[src/common/pmr_defines.vh]
// constants of the mask and system control register bank
// assumes a 10 MHz core clock and a 9-bit paged register address
`ifndef PMR_DEFINES_VH
`define PMR_DEFINES_VH
// full 9-bit register addresses
`define PMR_ADDR_EVENT_A 9'h006
`define PMR_ADDR_EVENT_B 9'h007
`define PMR_ADDR_EVENT_C 9'h008
`define PMR_ADDR_MASK_A 9'h00A
`define PMR_ADDR_MASK_B 9'h00B
`define PMR_ADDR_MASK_C 9'h00C
`define PMR_ADDR_CTRL_A 9'h00E
`define PMR_ADDR_CTRL_B 9'h00F
`define PMR_ADDR_CTRL_C 9'h010
`define PMR_ADDR_CTRL_D 9'h011
`define PMR_ADDR_CTRL_E 9'h012
`define PMR_LOCK_LO 9'h081
`define PMR_LOCK_HI 9'h120
`define PMR_LOCK_EXEMPT 9'h100
// implemented bits of each register
`define PMR_BITS_EV_A 8'h19
`define PMR_BITS_EV_B 8'hAA
`define PMR_BITS_EV_C 8'h1F
`define PMR_BITS_CTRL_A 8'h78
`define PMR_BITS_CTRL_B 8'hFE
`define PMR_BITS_CTRL_C 8'hFF
`define PMR_BITS_CTRL_D 8'h07
`define PMR_BITS_CTRL_E 8'h80
`define PMR_BITS_PAGE 8'hC3
// field positions
`define PMR_CA_SYS_TGT 0
`define PMR_CA_SYS_WMASK 4
`define PMR_CB_FREEZE_EN 2
`define PMR_CB_RES_MODE 3
`define PMR_CB_WDOG_PD 1
`define PMR_CC_OTP_DEFAULT_SUPPLIES 7
`define PMR_CC_OTP_RELOAD 4
`define PMR_CE_LOCK 7
`define PMR_PG_REVERT 7
// reset values
`define PMR_RST_REG 8'h00
`define PMR_RST_ADDR 7'h2A
// timing
`define PMR_CLK_PERIOD_NS 100
`define PMR_RAMP_NS_0 4000
`define PMR_RAMP_NS_1 2000
`define PMR_RAMP_NS_2 1000
`define PMR_RAMP_NS_3 500
`define PMR_DEB_US_1 100
`define PMR_DEB_US_2 1000
`define PMR_DEB_US_3 10240
`define PMR_DEB_US_4 51200
`define PMR_DEB_US_5 256000
`define PMR_DEB_US_6 512000
`define PMR_DEB_US_7 1024000
`define PMR_WDOG_BASE_MS 2048
`endif

[src/verilog/pmr_ctrl_regs.v]
// mask and system control register bank behind a two-wire bus slave
// assumes scl/sda already synchronous to ref_clk_in; sequencer is outside
//
// Function
// - system mask register: sequencer-done bit 4, watchdog warning 3, power key 0.
// - supply mask register: under-voltage 7, ramp done 5, over-current 3, temperature 1.
// - input mask register bits 4..0 mask the matching general input event.
// - control A bits 0,1,2 hold system, main, secondary domain targets.
// - a domain target bit changes only when its write-mask bit 4/5/6 is set.
// - bit 3 picks full power-down to slot 0 or partial-down pointer.
// - control B bit 7 enables buck soft start.
// - freeze enable blocks wakeups once restart trials reach the limit field.
// - key lock bit 4 puts power-down under the key-press delay.
// - reset policy bit 3 asserts reset output during power-down when set.
// - control B bit 1 keeps the watchdog running during power-down.
// - control C bit 7 loads OTP supply defaults on entering slot 0.
// - field 6:5 gives ramp time per step, doubled for second buck.
// - control C bit 4 reloads supplies from OTP on leaving power-down.
// - auto-boot bit 3 starts the sequencer without a wakeup event.
// - field 2:0 selects the common input debounce time.
// - scale zero disables watchdog, else timeout 2.048 s times 2^(N-1).
// - lock bit blocks writes to 0x81..0x120 except 0x100.
// - latched event flags clear when the host writes ones to them.
// - page field supplies upper address bits; 01 selects 0x80..0xFF.
`timescale 1ns/1ps
`default_nettype none
`include "pmr_defines.vh"
module pmr_ctrl_regs #(
  parameter [6:0] DEV_ADDR = `PMR_RST_ADDR, // arbitrary bus address
  parameter integer DEB_CYC_2 = `PMR_DEB_US_2 * 1000 / `PMR_CLK_PERIOD_NS,
  parameter integer DEB_CYC_3 = `PMR_DEB_US_3 * 1000 / `PMR_CLK_PERIOD_NS,
  parameter integer DEB_CYC_4 = `PMR_DEB_US_4 * 1000 / `PMR_CLK_PERIOD_NS,
  parameter integer DEB_CYC_5 = `PMR_DEB_US_5 * 10 * (100 / `PMR_CLK_PERIOD_NS),
  parameter integer DEB_CYC_6 = `PMR_DEB_US_6 * 10 * (100 / `PMR_CLK_PERIOD_NS),
  parameter integer DEB_CYC_7 = `PMR_DEB_US_7 * 10 * (100 / `PMR_CLK_PERIOD_NS),
  parameter integer WDOG_BASE_CYC = `PMR_WDOG_BASE_MS * (1000000 / `PMR_CLK_PERIOD_NS)
) (
  // clock and reset
  input wire ref_clk_in,
  input wire rst_in,
  // two-wire bus
  input wire scl_in,
  input wire sda_in,
  output wire sda_out,
  output wire sda_oe_n_out,
  // event pulses and sequencer state
  input wire [7:0] ev_sys_set_in,
  input wire [7:0] ev_supply_set_in,
  input wire [7:0] ev_input_set_in,
  input wire powerdown_active_in,
  input wire slot0_entry_in,
  input wire powerdown_exit_in,
  input wire [1:0] restart_trials_in,
  // interrupt and power domain control
  output wire irq_request_out,
  output wire system_domain_target_out,
  output wire main_domain_target_out,
  output wire secondary_domain_target_out,
  output wire partial_powerdown_out,
  output wire soft_start_enable_out,
  output wire key_powerdown_lock_out,
  output wire auto_boot_out,
  output wire system_reset_output_n_out,
  output wire otp_default_supplies_load_out,
  output wire otp_reload_on_wake_out,
  // watchdog and timing selections
  output wire wakeup_block_out,
  output wire wdog_run_out,
  output wire wdog_enable_out,
  output wire [31:0] wdog_timeout_cycles_out,
  output wire [7:0] ramp_step_cycles_out,
  output wire [7:0] ramp_step_cycles_wide_out,
  output wire [23:0] debounce_cycles_out,
  output wire register_write_lock_out
);
  localparam [2:0] S_IDLE = 3'h0, S_ADDR = 3'h1, S_AACK = 3'h2, S_REG = 3'h3,
    S_WACK = 3'h4, S_WDATA = 3'h5, S_RDATA = 3'h6, S_RMACK = 3'h7;
  localparam integer RAMP_I0 = `PMR_RAMP_NS_0 / `PMR_CLK_PERIOD_NS,
    RAMP_I1 = `PMR_RAMP_NS_1 / `PMR_CLK_PERIOD_NS, RAMP_I2 = `PMR_RAMP_NS_2 / `PMR_CLK_PERIOD_NS,
    RAMP_I3 = `PMR_RAMP_NS_3 / `PMR_CLK_PERIOD_NS;
  localparam integer DEB_CYC_1 = `PMR_DEB_US_1 * 1000 / `PMR_CLK_PERIOD_NS;
  reg [2:0] state_q;
  reg [3:0] cnt_q;
  reg [7:0] shreg_q, txbyte_q, ptr_q, wdata_q, page_q, ramp_q;
  reg rw_q, scl_q, sda_q, sda_oe_n_q, wr_q, acc_q, irq_q, wake_blk_q, rst_n_q;
  reg wdog_run_q, wdog_en_q, otp_load_q, otp_reload_q;
  reg [8:0] waddr_q;
  reg [7:0] mask_a_q, mask_b_q, mask_c_q, ev_a_q, ev_b_q, ev_c_q;
  reg [7:0] ctl_a_q, ctl_b_q, ctl_c_q, ctl_d_q, ctl_e_q;
  reg [23:0] deb_q;
  reg [31:0] wdog_to_q;
  wire [8:0] cur_addr = {page_q[1:0], ptr_q[6:0]};
  wire start_det = scl_q && scl_in && sda_q && !sda_in;
  wire stop_det = scl_q && scl_in && !sda_q && sda_in;
  wire scl_rise = !scl_q && scl_in;
  wire scl_fall = scl_q && !scl_in;
  wire byte_done = scl_fall && (cnt_q == 4'h8);
  // write lock covers 0x081..0x120, apart from the 0x100 mirror
  wire lock_hit = ctl_e_q[`PMR_CE_LOCK] && (waddr_q >= `PMR_LOCK_LO) &&
                  (waddr_q <= `PMR_LOCK_HI) && (waddr_q != `PMR_LOCK_EXEMPT);
  wire wr_ok = wr_q && !lock_hit;
  wire pg_wr = wr_ok && (waddr_q[6:0] == 7'h00);
  wire [7:0] rd_data = reg_read(cur_addr);
  // read decode; unmapped and reserved bits read zero
  function [7:0] reg_read;
    input [8:0] a;
    begin
      case (a)
        9'h000, 9'h080, 9'h100, 9'h180: reg_read = page_q; // page control mirrors
        `PMR_ADDR_EVENT_A: reg_read = ev_a_q | {1'b0, |ev_c_q, |ev_b_q, 5'h00};
        `PMR_ADDR_EVENT_B: reg_read = ev_b_q;
        `PMR_ADDR_EVENT_C: reg_read = ev_c_q;
        `PMR_ADDR_MASK_A: reg_read = mask_a_q;
        `PMR_ADDR_MASK_B: reg_read = mask_b_q;
        `PMR_ADDR_MASK_C: reg_read = mask_c_q;
        `PMR_ADDR_CTRL_A: reg_read = ctl_a_q;
        `PMR_ADDR_CTRL_B: reg_read = ctl_b_q;
        `PMR_ADDR_CTRL_C: reg_read = ctl_c_q;
        `PMR_ADDR_CTRL_D: reg_read = ctl_d_q;
        `PMR_ADDR_CTRL_E: reg_read = ctl_e_q;
        default: reg_read = 8'h00;
      endcase
    end
  endfunction
  ////////////////////////////////////////////////////////////////////////////
  // two-wire slave; pointer auto-increments, consecutive write style only
  always @(posedge ref_clk_in) begin
    if (rst_in) begin
      state_q <= S_IDLE; // datapath registers are loaded before use
      ptr_q <= 8'h00;
      scl_q <= 1'b1;
      sda_q <= 1'b1;
      sda_oe_n_q <= 1'b1;
      wr_q <= 1'b0;
      acc_q <= 1'b0;
    end else begin
      scl_q <= scl_in;
      sda_q <= sda_in;
      wr_q <= 1'b0;
      acc_q <= 1'b0;
      if (start_det) begin
        state_q <= S_ADDR; // repeated start restarts the frame
        cnt_q <= 4'h0;
        sda_oe_n_q <= 1'b1;
      end else if (stop_det) begin
        state_q <= S_IDLE;
        sda_oe_n_q <= 1'b1;
      end else begin
        if (scl_rise && (state_q == S_ADDR || state_q == S_REG || state_q == S_WDATA)) begin
          shreg_q <= {shreg_q[6:0], sda_in};
          cnt_q <= cnt_q + 4'h1;
        end
        case (state_q)
          S_ADDR: if (byte_done) begin
            cnt_q <= 4'h0;
            if (shreg_q[7:1] == DEV_ADDR) begin
              rw_q <= shreg_q[0];
              sda_oe_n_q <= 1'b0; // acknowledge
              state_q <= S_AACK;
            end else begin
              state_q <= S_IDLE;
            end
          end
          S_AACK: if (scl_fall) begin
            if (rw_q) begin
              txbyte_q <= rd_data;
              sda_oe_n_q <= rd_data[7];
              cnt_q <= 4'h1;
              state_q <= S_RDATA;
            end else begin
              sda_oe_n_q <= 1'b1;
              state_q <= S_REG;
            end
          end
          S_REG: if (byte_done) begin
            ptr_q <= shreg_q;
            cnt_q <= 4'h0;
            sda_oe_n_q <= 1'b0;
            state_q <= S_WACK;
          end
          S_WACK: if (scl_fall) begin
            sda_oe_n_q <= 1'b1;
            state_q <= S_WDATA;
          end
          S_WDATA: if (byte_done) begin
            wr_q <= 1'b1;
            waddr_q <= cur_addr;
            wdata_q <= shreg_q;
            ptr_q <= ptr_q + 8'h01;
            cnt_q <= 4'h0;
            sda_oe_n_q <= 1'b0; // acked even when locked
            state_q <= S_WACK;
          end
          S_RDATA: if (scl_fall) begin
            if (cnt_q == 4'h8) begin
              sda_oe_n_q <= 1'b1;
              ptr_q <= ptr_q + 8'h01;
              acc_q <= 1'b1;
              state_q <= S_RMACK;
            end else begin
              sda_oe_n_q <= txbyte_q[6];
              txbyte_q <= {txbyte_q[6:0], 1'b0};
              cnt_q <= cnt_q + 4'h1;
            end
          end
          S_RMACK: if (scl_rise && sda_in) begin
            state_q <= S_IDLE; // master nack ends the read
          end else if (scl_fall) begin
            txbyte_q <= rd_data;
            sda_oe_n_q <= rd_data[7];
            cnt_q <= 4'h1;
            state_q <= S_RDATA;
          end
          default: state_q <= S_IDLE;
        endcase
      end
    end
  end
  ////////////////////////////////////////////////////////////////////////////
  // register writes; masking with the valid bits drops reserved bits
  always @(posedge ref_clk_in) begin
    if (rst_in) begin
      page_q <= `PMR_RST_REG;
      mask_a_q <= `PMR_RST_REG;
      mask_b_q <= `PMR_RST_REG;
      mask_c_q <= `PMR_RST_REG;
      ctl_a_q <= `PMR_RST_REG;
      ctl_b_q <= `PMR_RST_REG;
      ctl_c_q <= `PMR_RST_REG;
      ctl_d_q <= `PMR_RST_REG;
      ctl_e_q <= `PMR_RST_REG;
    end else begin
      if (pg_wr) begin
        page_q <= wdata_q & `PMR_BITS_PAGE;
      end else if ((acc_q || wr_q) && page_q[`PMR_PG_REVERT]) begin
        page_q <= {page_q[7:2], 2'b00}; // one-shot page access
      end
      if (wr_ok) begin
        case (waddr_q)
          `PMR_ADDR_MASK_A: mask_a_q <= wdata_q & `PMR_BITS_EV_A;
          `PMR_ADDR_MASK_B: mask_b_q <= wdata_q & `PMR_BITS_EV_B;
          `PMR_ADDR_MASK_C: mask_c_q <= wdata_q & `PMR_BITS_EV_C;
          `PMR_ADDR_CTRL_A: begin
            ctl_a_q[6:3] <= wdata_q[6:3];
            // each target bit moves only with its mask bit in the same write
            if (wdata_q[`PMR_CA_SYS_WMASK]) ctl_a_q[0] <= wdata_q[0];
            if (wdata_q[`PMR_CA_SYS_WMASK + 1]) ctl_a_q[1] <= wdata_q[1];
            if (wdata_q[`PMR_CA_SYS_WMASK + 2]) ctl_a_q[2] <= wdata_q[2];
          end
          `PMR_ADDR_CTRL_B: ctl_b_q <= wdata_q & `PMR_BITS_CTRL_B;
          `PMR_ADDR_CTRL_C: ctl_c_q <= wdata_q & `PMR_BITS_CTRL_C;
          `PMR_ADDR_CTRL_D: ctl_d_q <= wdata_q & `PMR_BITS_CTRL_D;
          `PMR_ADDR_CTRL_E: ctl_e_q <= wdata_q & `PMR_BITS_CTRL_E;
          default: ;
        endcase
      end
    end
  end
  ////////////////////////////////////////////////////////////////////////////
  // event flags: a set in the cycle of a clear wins, so nothing is lost
  always @(posedge ref_clk_in) begin
    if (rst_in) begin
      ev_a_q <= 8'h00;
      ev_b_q <= 8'h00;
      ev_c_q <= 8'h00;
      irq_q <= 1'b0;
    end else begin
      ev_a_q <= (ev_a_q & ~((wr_ok && waddr_q == `PMR_ADDR_EVENT_A) ? wdata_q : 8'h00)) |
                (ev_sys_set_in & `PMR_BITS_EV_A);
      ev_b_q <= (ev_b_q & ~((wr_ok && waddr_q == `PMR_ADDR_EVENT_B) ? wdata_q : 8'h00)) |
                (ev_supply_set_in & `PMR_BITS_EV_B);
      ev_c_q <= (ev_c_q & ~((wr_ok && waddr_q == `PMR_ADDR_EVENT_C) ? wdata_q : 8'h00)) |
                (ev_input_set_in & `PMR_BITS_EV_C);
      irq_q <= |(ev_a_q & ~mask_a_q) | |(ev_b_q & ~mask_b_q) | |(ev_c_q & ~mask_c_q);
    end
  end
  ////////////////////////////////////////////////////////////////////////////
  // derived controls, registered so every output leaves a flip-flop
  always @(posedge ref_clk_in) begin
    if (rst_in) begin
      wake_blk_q <= 1'b0;
      rst_n_q <= 1'b1;
      wdog_run_q <= 1'b0;
      wdog_en_q <= 1'b0;
      otp_load_q <= 1'b0;
      otp_reload_q <= 1'b0;
      ramp_q <= RAMP_I0[7:0];
      deb_q <= 24'h000000;
      wdog_to_q <= 32'h00000000;
    end else begin
      wake_blk_q <= ctl_b_q[`PMR_CB_FREEZE_EN] && (restart_trials_in >= ctl_b_q[6:5]);
      wdog_en_q <= (ctl_d_q[2:0] != 3'h0);
      rst_n_q <= !(ctl_b_q[`PMR_CB_RES_MODE] && powerdown_active_in);
      wdog_run_q <= (ctl_d_q[2:0] != 3'h0) &&
                    (!powerdown_active_in || ctl_b_q[`PMR_CB_WDOG_PD]);
      otp_load_q <= slot0_entry_in && ctl_c_q[`PMR_CC_OTP_DEFAULT_SUPPLIES];
      otp_reload_q <= powerdown_exit_in && ctl_c_q[`PMR_CC_OTP_RELOAD];
      case (ctl_c_q[6:5])
        2'h0: ramp_q <= RAMP_I0[7:0];
        2'h1: ramp_q <= RAMP_I1[7:0];
        2'h2: ramp_q <= RAMP_I2[7:0];
        default: ramp_q <= RAMP_I3[7:0];
      endcase
      case (ctl_c_q[2:0])
        3'h0: deb_q <= 24'h000000;
        3'h1: deb_q <= DEB_CYC_1[23:0];
        3'h2: deb_q <= DEB_CYC_2[23:0];
        3'h3: deb_q <= DEB_CYC_3[23:0];
        3'h4: deb_q <= DEB_CYC_4[23:0];
        3'h5: deb_q <= DEB_CYC_5[23:0];
        3'h6: deb_q <= DEB_CYC_6[23:0];
        default: deb_q <= DEB_CYC_7[23:0];
      endcase
      wdog_to_q <= (ctl_d_q[2:0] == 3'h0) ? 32'h00000000 :
                   (WDOG_BASE_CYC[31:0] << (ctl_d_q[2:0] - 3'h1));
    end
  end
  ////////////////////////////////////////////////////////////////////////////
  // outputs straight from flip-flops, apart from the constant-low sda_out
  assign sda_out = 1'b0; // open drain: only ever pulls low
  assign sda_oe_n_out = sda_oe_n_q;
  assign irq_request_out = irq_q;
  assign system_domain_target_out = ctl_a_q[0];
  assign main_domain_target_out = ctl_a_q[1];
  assign secondary_domain_target_out = ctl_a_q[2];
  assign partial_powerdown_out = ctl_a_q[3];
  assign soft_start_enable_out = ctl_b_q[7];
  assign key_powerdown_lock_out = ctl_b_q[4];
  assign auto_boot_out = ctl_c_q[3];
  assign system_reset_output_n_out = rst_n_q;
  assign otp_default_supplies_load_out = otp_load_q;
  assign otp_reload_on_wake_out = otp_reload_q;
  assign wakeup_block_out = wake_blk_q;
  assign wdog_run_out = wdog_run_q;
  assign wdog_enable_out = wdog_en_q;
  assign wdog_timeout_cycles_out = wdog_to_q;
  assign ramp_step_cycles_out = ramp_q;
  assign ramp_step_cycles_wide_out = {ramp_q[6:0], 1'b0};
  assign debounce_cycles_out = deb_q;
  assign register_write_lock_out = ctl_e_q[`PMR_CE_LOCK];
endmodule
`default_nettype wire

[config.mk]
export PLATFORM = sky130hd
export DESIGN_NAME = pmr_ctrl_regs
export DESIGN_NICKNAME = d
export VERILOG_FILES = /design/src/verilog/pmr_ctrl_regs.v
export VERILOG_INCLUDE_DIRS = /design/src /design/src/common
export SDC_FILE = /design/constraint.sdc
export NUM_CORES = 1
export LEC_CHECK = 0
export ABC_CLOCK_PERIOD_IN_PS = 5500
export BUFFER_PORTS_ARGS = -buffer_cell sky130_fd_sc_hd__buf_2
export CORE_ASPECT_RATIO = 0.9
export CORE_MARGIN = 1
export CORE_UTILIZATION = 60
export CTS_CLUSTER_SIZE = 12
export DETAILED_ROUTE_END_ITERATION = 10
export PLACE_DENSITY = 0.84
export REMOVE_ABC_BUFFERS = 1
export SYNTH_ARGS = -nofsm -noshare
export SYNTH_HDL_FRONTEND = slang
export SYNTH_SLANG_ARGS = --single-unit
[constraint.sdc]
create_clock -name ref_clk_in -period 5.5 [get_ports ref_clk_in]
set_clock_uncertainty 0.1 [all_clocks]
set_input_delay 1.1 -clock ref_clk_in [delete_from_list [all_inputs] [get_ports ref_clk_in]]
set_output_delay 1.1 -clock ref_clk_in [all_outputs]
set_load 0.05 [all_outputs]
==> qor.yml <==
status:
  status: "complete, no violations"
grt:
  grt_pass1_wl_um: 30390
  grt_overflow_total: 0
  antenna_found_initial: 0
  grt_start_max_net_pins: 74
  grtUsageTotal_pct: 31.45
  grt_pass1_vias: 5566
clocking:
  cts_root_buf: "clkbuf_16"
  clk_latency_ns: 0.43
  cts_buffer_depth: 2
  ctsHoldBuffers: 0
  tritoncts: "yes"
  clk_pin_slew_ns: 0.06
  numCtsBuffers: 17
  post_cts_resize_count: 0
  post_cts_buffers: 0
  cts.sinks: 161
  cts_htree_levels: 4
floorplanning:
  core_area_um2: 12030
  die_h_um: 107.4
  die-area_um2: 12780
  num_rows: 38
  io_pins: 122
  start_util_pct: 61.52
  die_w_um: 119.1
pwr:
  power_leakage_nw: 3.491
  internal_power_mw: 1.923
  ir_drop_mv: 0.2134
  switching_share_pct: 22.10
  power_frac_comb_pct: 4.2
  seqPwrFrac_pct: 50.0
  p_switching_uw: 545.6
  power_mw: 2.469
  power_frac_clock_pct: 45.8
  power.density_nw_per_um2: 299.2
sta:
  whs_ns: 0.3402
  fmax_mhz: 344.8
  fin_crit_sh_pct: 52.72
  period_minus_slack_ns: 2.900
  fin_setup_tns_ns: 0
  rsz0062_at_grt: "false"
  fin_ws_ns: 2.600
  slew_viol_final: 0
  finalHoldViolations: 0
  setup_viol: 0
  relSlewSlack_pct: 34.47
  tightest_slew_ns: 0.9815
layout:
  fillCellCount: 967
  final_cell_area_um2: 8252
  antenna_cells: 0
  nNetsFinal: 870
  finalNonFillerCells: 995
  final_util_pct: 68.60
  syn2layout_area_growth_pct: 11.50
  drive_gt1_share_pct: 16.77
setup_path:
  path_cells: "buf_2 > inv_1 > o21ai_1 > nor4_1 > buf_4"
  worstPathMaxFanout: 23
  r2r_cells: 5
  required_ns: 5.54
  path_class: "input pin to register"
  reg2reg_slack_ns: 2.95
  critPathBufInv: 3
  cp-end-kind: "register"
  max_stage_delay_ns: 0.62
  rr_startpoint: "wr_q"
  endpoint: "txbyte_q[0]"
  timing.rr.end: "ctl_c_q[4]"
  critical-path-top-delay-family: "buffers and inverters"
  critical_path_arrival_ns: 2.94
  startpoint_type: "input pin"
  cp_num_cells: 5
  crit_start: "rst_in"
  critPathSlowestCell: "inv_1"
run:
  cap_violations: 0
logic_synthesis:
  yosys.area.top_type: "dfxtp_1"
  syn-cell-area_um2: 7401
  ys.flop_type: "dfxtp_1"
  synth-async-reset-ratio_pct: 0
  synth_area_per_cell_um2: 9.587
  ys_seq_area_share_pct: 48.55
  yosys_register_bits: 161
  ys_warn_count: 0
  synthDistinctLibCells: 73
  syn_inst: 772
  netlist.area_leader.share_pct: 33.54
  synth_area_leaders: "dfxtp_1, edfxtp_1, mux2i_1"
  synth_edf_count: 37
detailed_routing:
  drt-wirelength-per-cell_um: 19.62
  drt_iter0_markers: 759
  viasPerCell: 6.181
  vias: 6150
  detail-route-antenna-nets: 0
  drt-total-wl_um: 19520
  drc: 0
  drt-pass1-iter-count: 5
placed_design:
  place_inst: 965
  place_area_um2: 7690
  portBuffers: 85
  dpl.hpwl_um: 13460
  gp_congestion: 0.9399
  pre_cts_ws_ns: 2.134
worst_hold_path:
  min_path_type: "register to register"
[synthesized netlist by cell type, types with 5 or more instances]
cell      instances
nand3_1          30
and3_1           16
o22ai_1           6
o21ai_0          36
o211a_1          13
mux2_2            5
nand2b_1         12
or4_1             5
nor2_1           59
dfxtp_1         124
ha_1             13
inv_1            43
nor4_1           10
a211oi_1          5
o21ai_2           5
a22oi_1           5
mux2i_1          39
nand3b_1          5
nand2_1          56
nand4_1          10
clkbuf_1         31
a22o_1            9
nor2b_1          11
nor3_1           10
a21oi_1          51
buf_4            37
a31oi_1           5
edfxtp_1         37
[worst min path at each step]
stage / startpoint / endpoint / slack, ns / cells past startpoint
5_1_grt: ev_a_q[5] / ev_a_q[5] / 0.35 / 1
3_5_place_dp: ev_a_q[5] / ev_a_q[5] / 0.33 / 1
6_report: ev_a_q[5] / ev_a_q[5] / 0.34 / 1
3_3_place_gp: ev_a_q[5] / ev_a_q[5] / 0.33 / 1
2_1_floorplan: ctl_b_q[3] / system_reset_output_n_out / 0.28 / 1
4_1_cts: ev_a_q[5] / ev_a_q[5] / 0.34 / 1
[state kept, by name, summed over array words and instances (netlist names), 5 cells and up]
name / cells
ctl_b_q: 7
mask_c_q: 5
debounce_cycles_out: 13
ev_b_q: 8
waddr_q: 9
ramp_step_cycles_out: 6
ptr_q: 7
wdata_q: 8
ctl_a_q: 7
txbyte_q: 7
shreg_q: 8
ev_a_q: 8
ev_c_q: 8
wdog_timeout_cycles_out: 17
ctl_c_q: 8
[cells in the final DEF (no fill, tap or decap), drive strengths merged, types with 3 or more instances in the layout]
cell type / count
o211ai: 3
xnor2: 3
nand3: 30
mux2i: 39
and3b: 3
a22oi: 5
o211a: 13
or4: 5
inv: 43
nand3b: 5
a22o: 9
edfxtp: 37
nand2b: 13
nor4: 11
a31oi: 5
a2111oi: 3
and2: 3
nor3b: 5
and3: 16
nand4: 10
o21ai: 42
or3: 3
nand2: 56
nor2b: 11
ha: 13
mux2: 5
a32o: 4
a21oi: 52
nor3: 14
clkbuf: 26
nor2: 60
a211oi: 5
o22ai: 6
buf: 88
a311oi: 4
a221oi: 3
conb: 24
a222oi: 3
dfxtp: 124
[layer usage]
metal	wire length, µm	GRT usage [%]	part of all wire, %
met1	8132	43.05	42
met2	8830	47.84	45
met3	2087	8.104	11
met4	471	11.66	2.4
met5	0	0	0
[power groups by stage]
stage	clock network (mW)	logic, mW	registers [mW]
after CTS	1.14	0.104	1.23
final	1.13	0.105	1.23
after global routing	1.18	0.112	1.23
after global placement	0	0.100	1.26
after detailed placement	0	0.103	1.26
after floorplan	0	0.0733	1.25
[area by class of cell]
type	count	area [µm²]	share of cell area, %
Inverter	43	161.4	1.956
Clock inverter	4	51.30	0.6217
Timing Repair Buffer	88	447.9	5.428
Sequential cell	161	3593	43.55
Clock buffer	26	510.5	6.187
Tap cell	160	200.2	2.426
Multi-Input combinational cell	513	3287	39.83
[cells by family after synthesis]
family          share of synthesized area (%)
simple gates                            17.57
buf+inv                                 8.284
mux                                     6.035
compound gates                          16.72
xor+xnor                               0.5918
other cells                           0.05067
fa+ha+maj                               2.198
flops                                   48.55
Power figures use the tool's default switching activity.
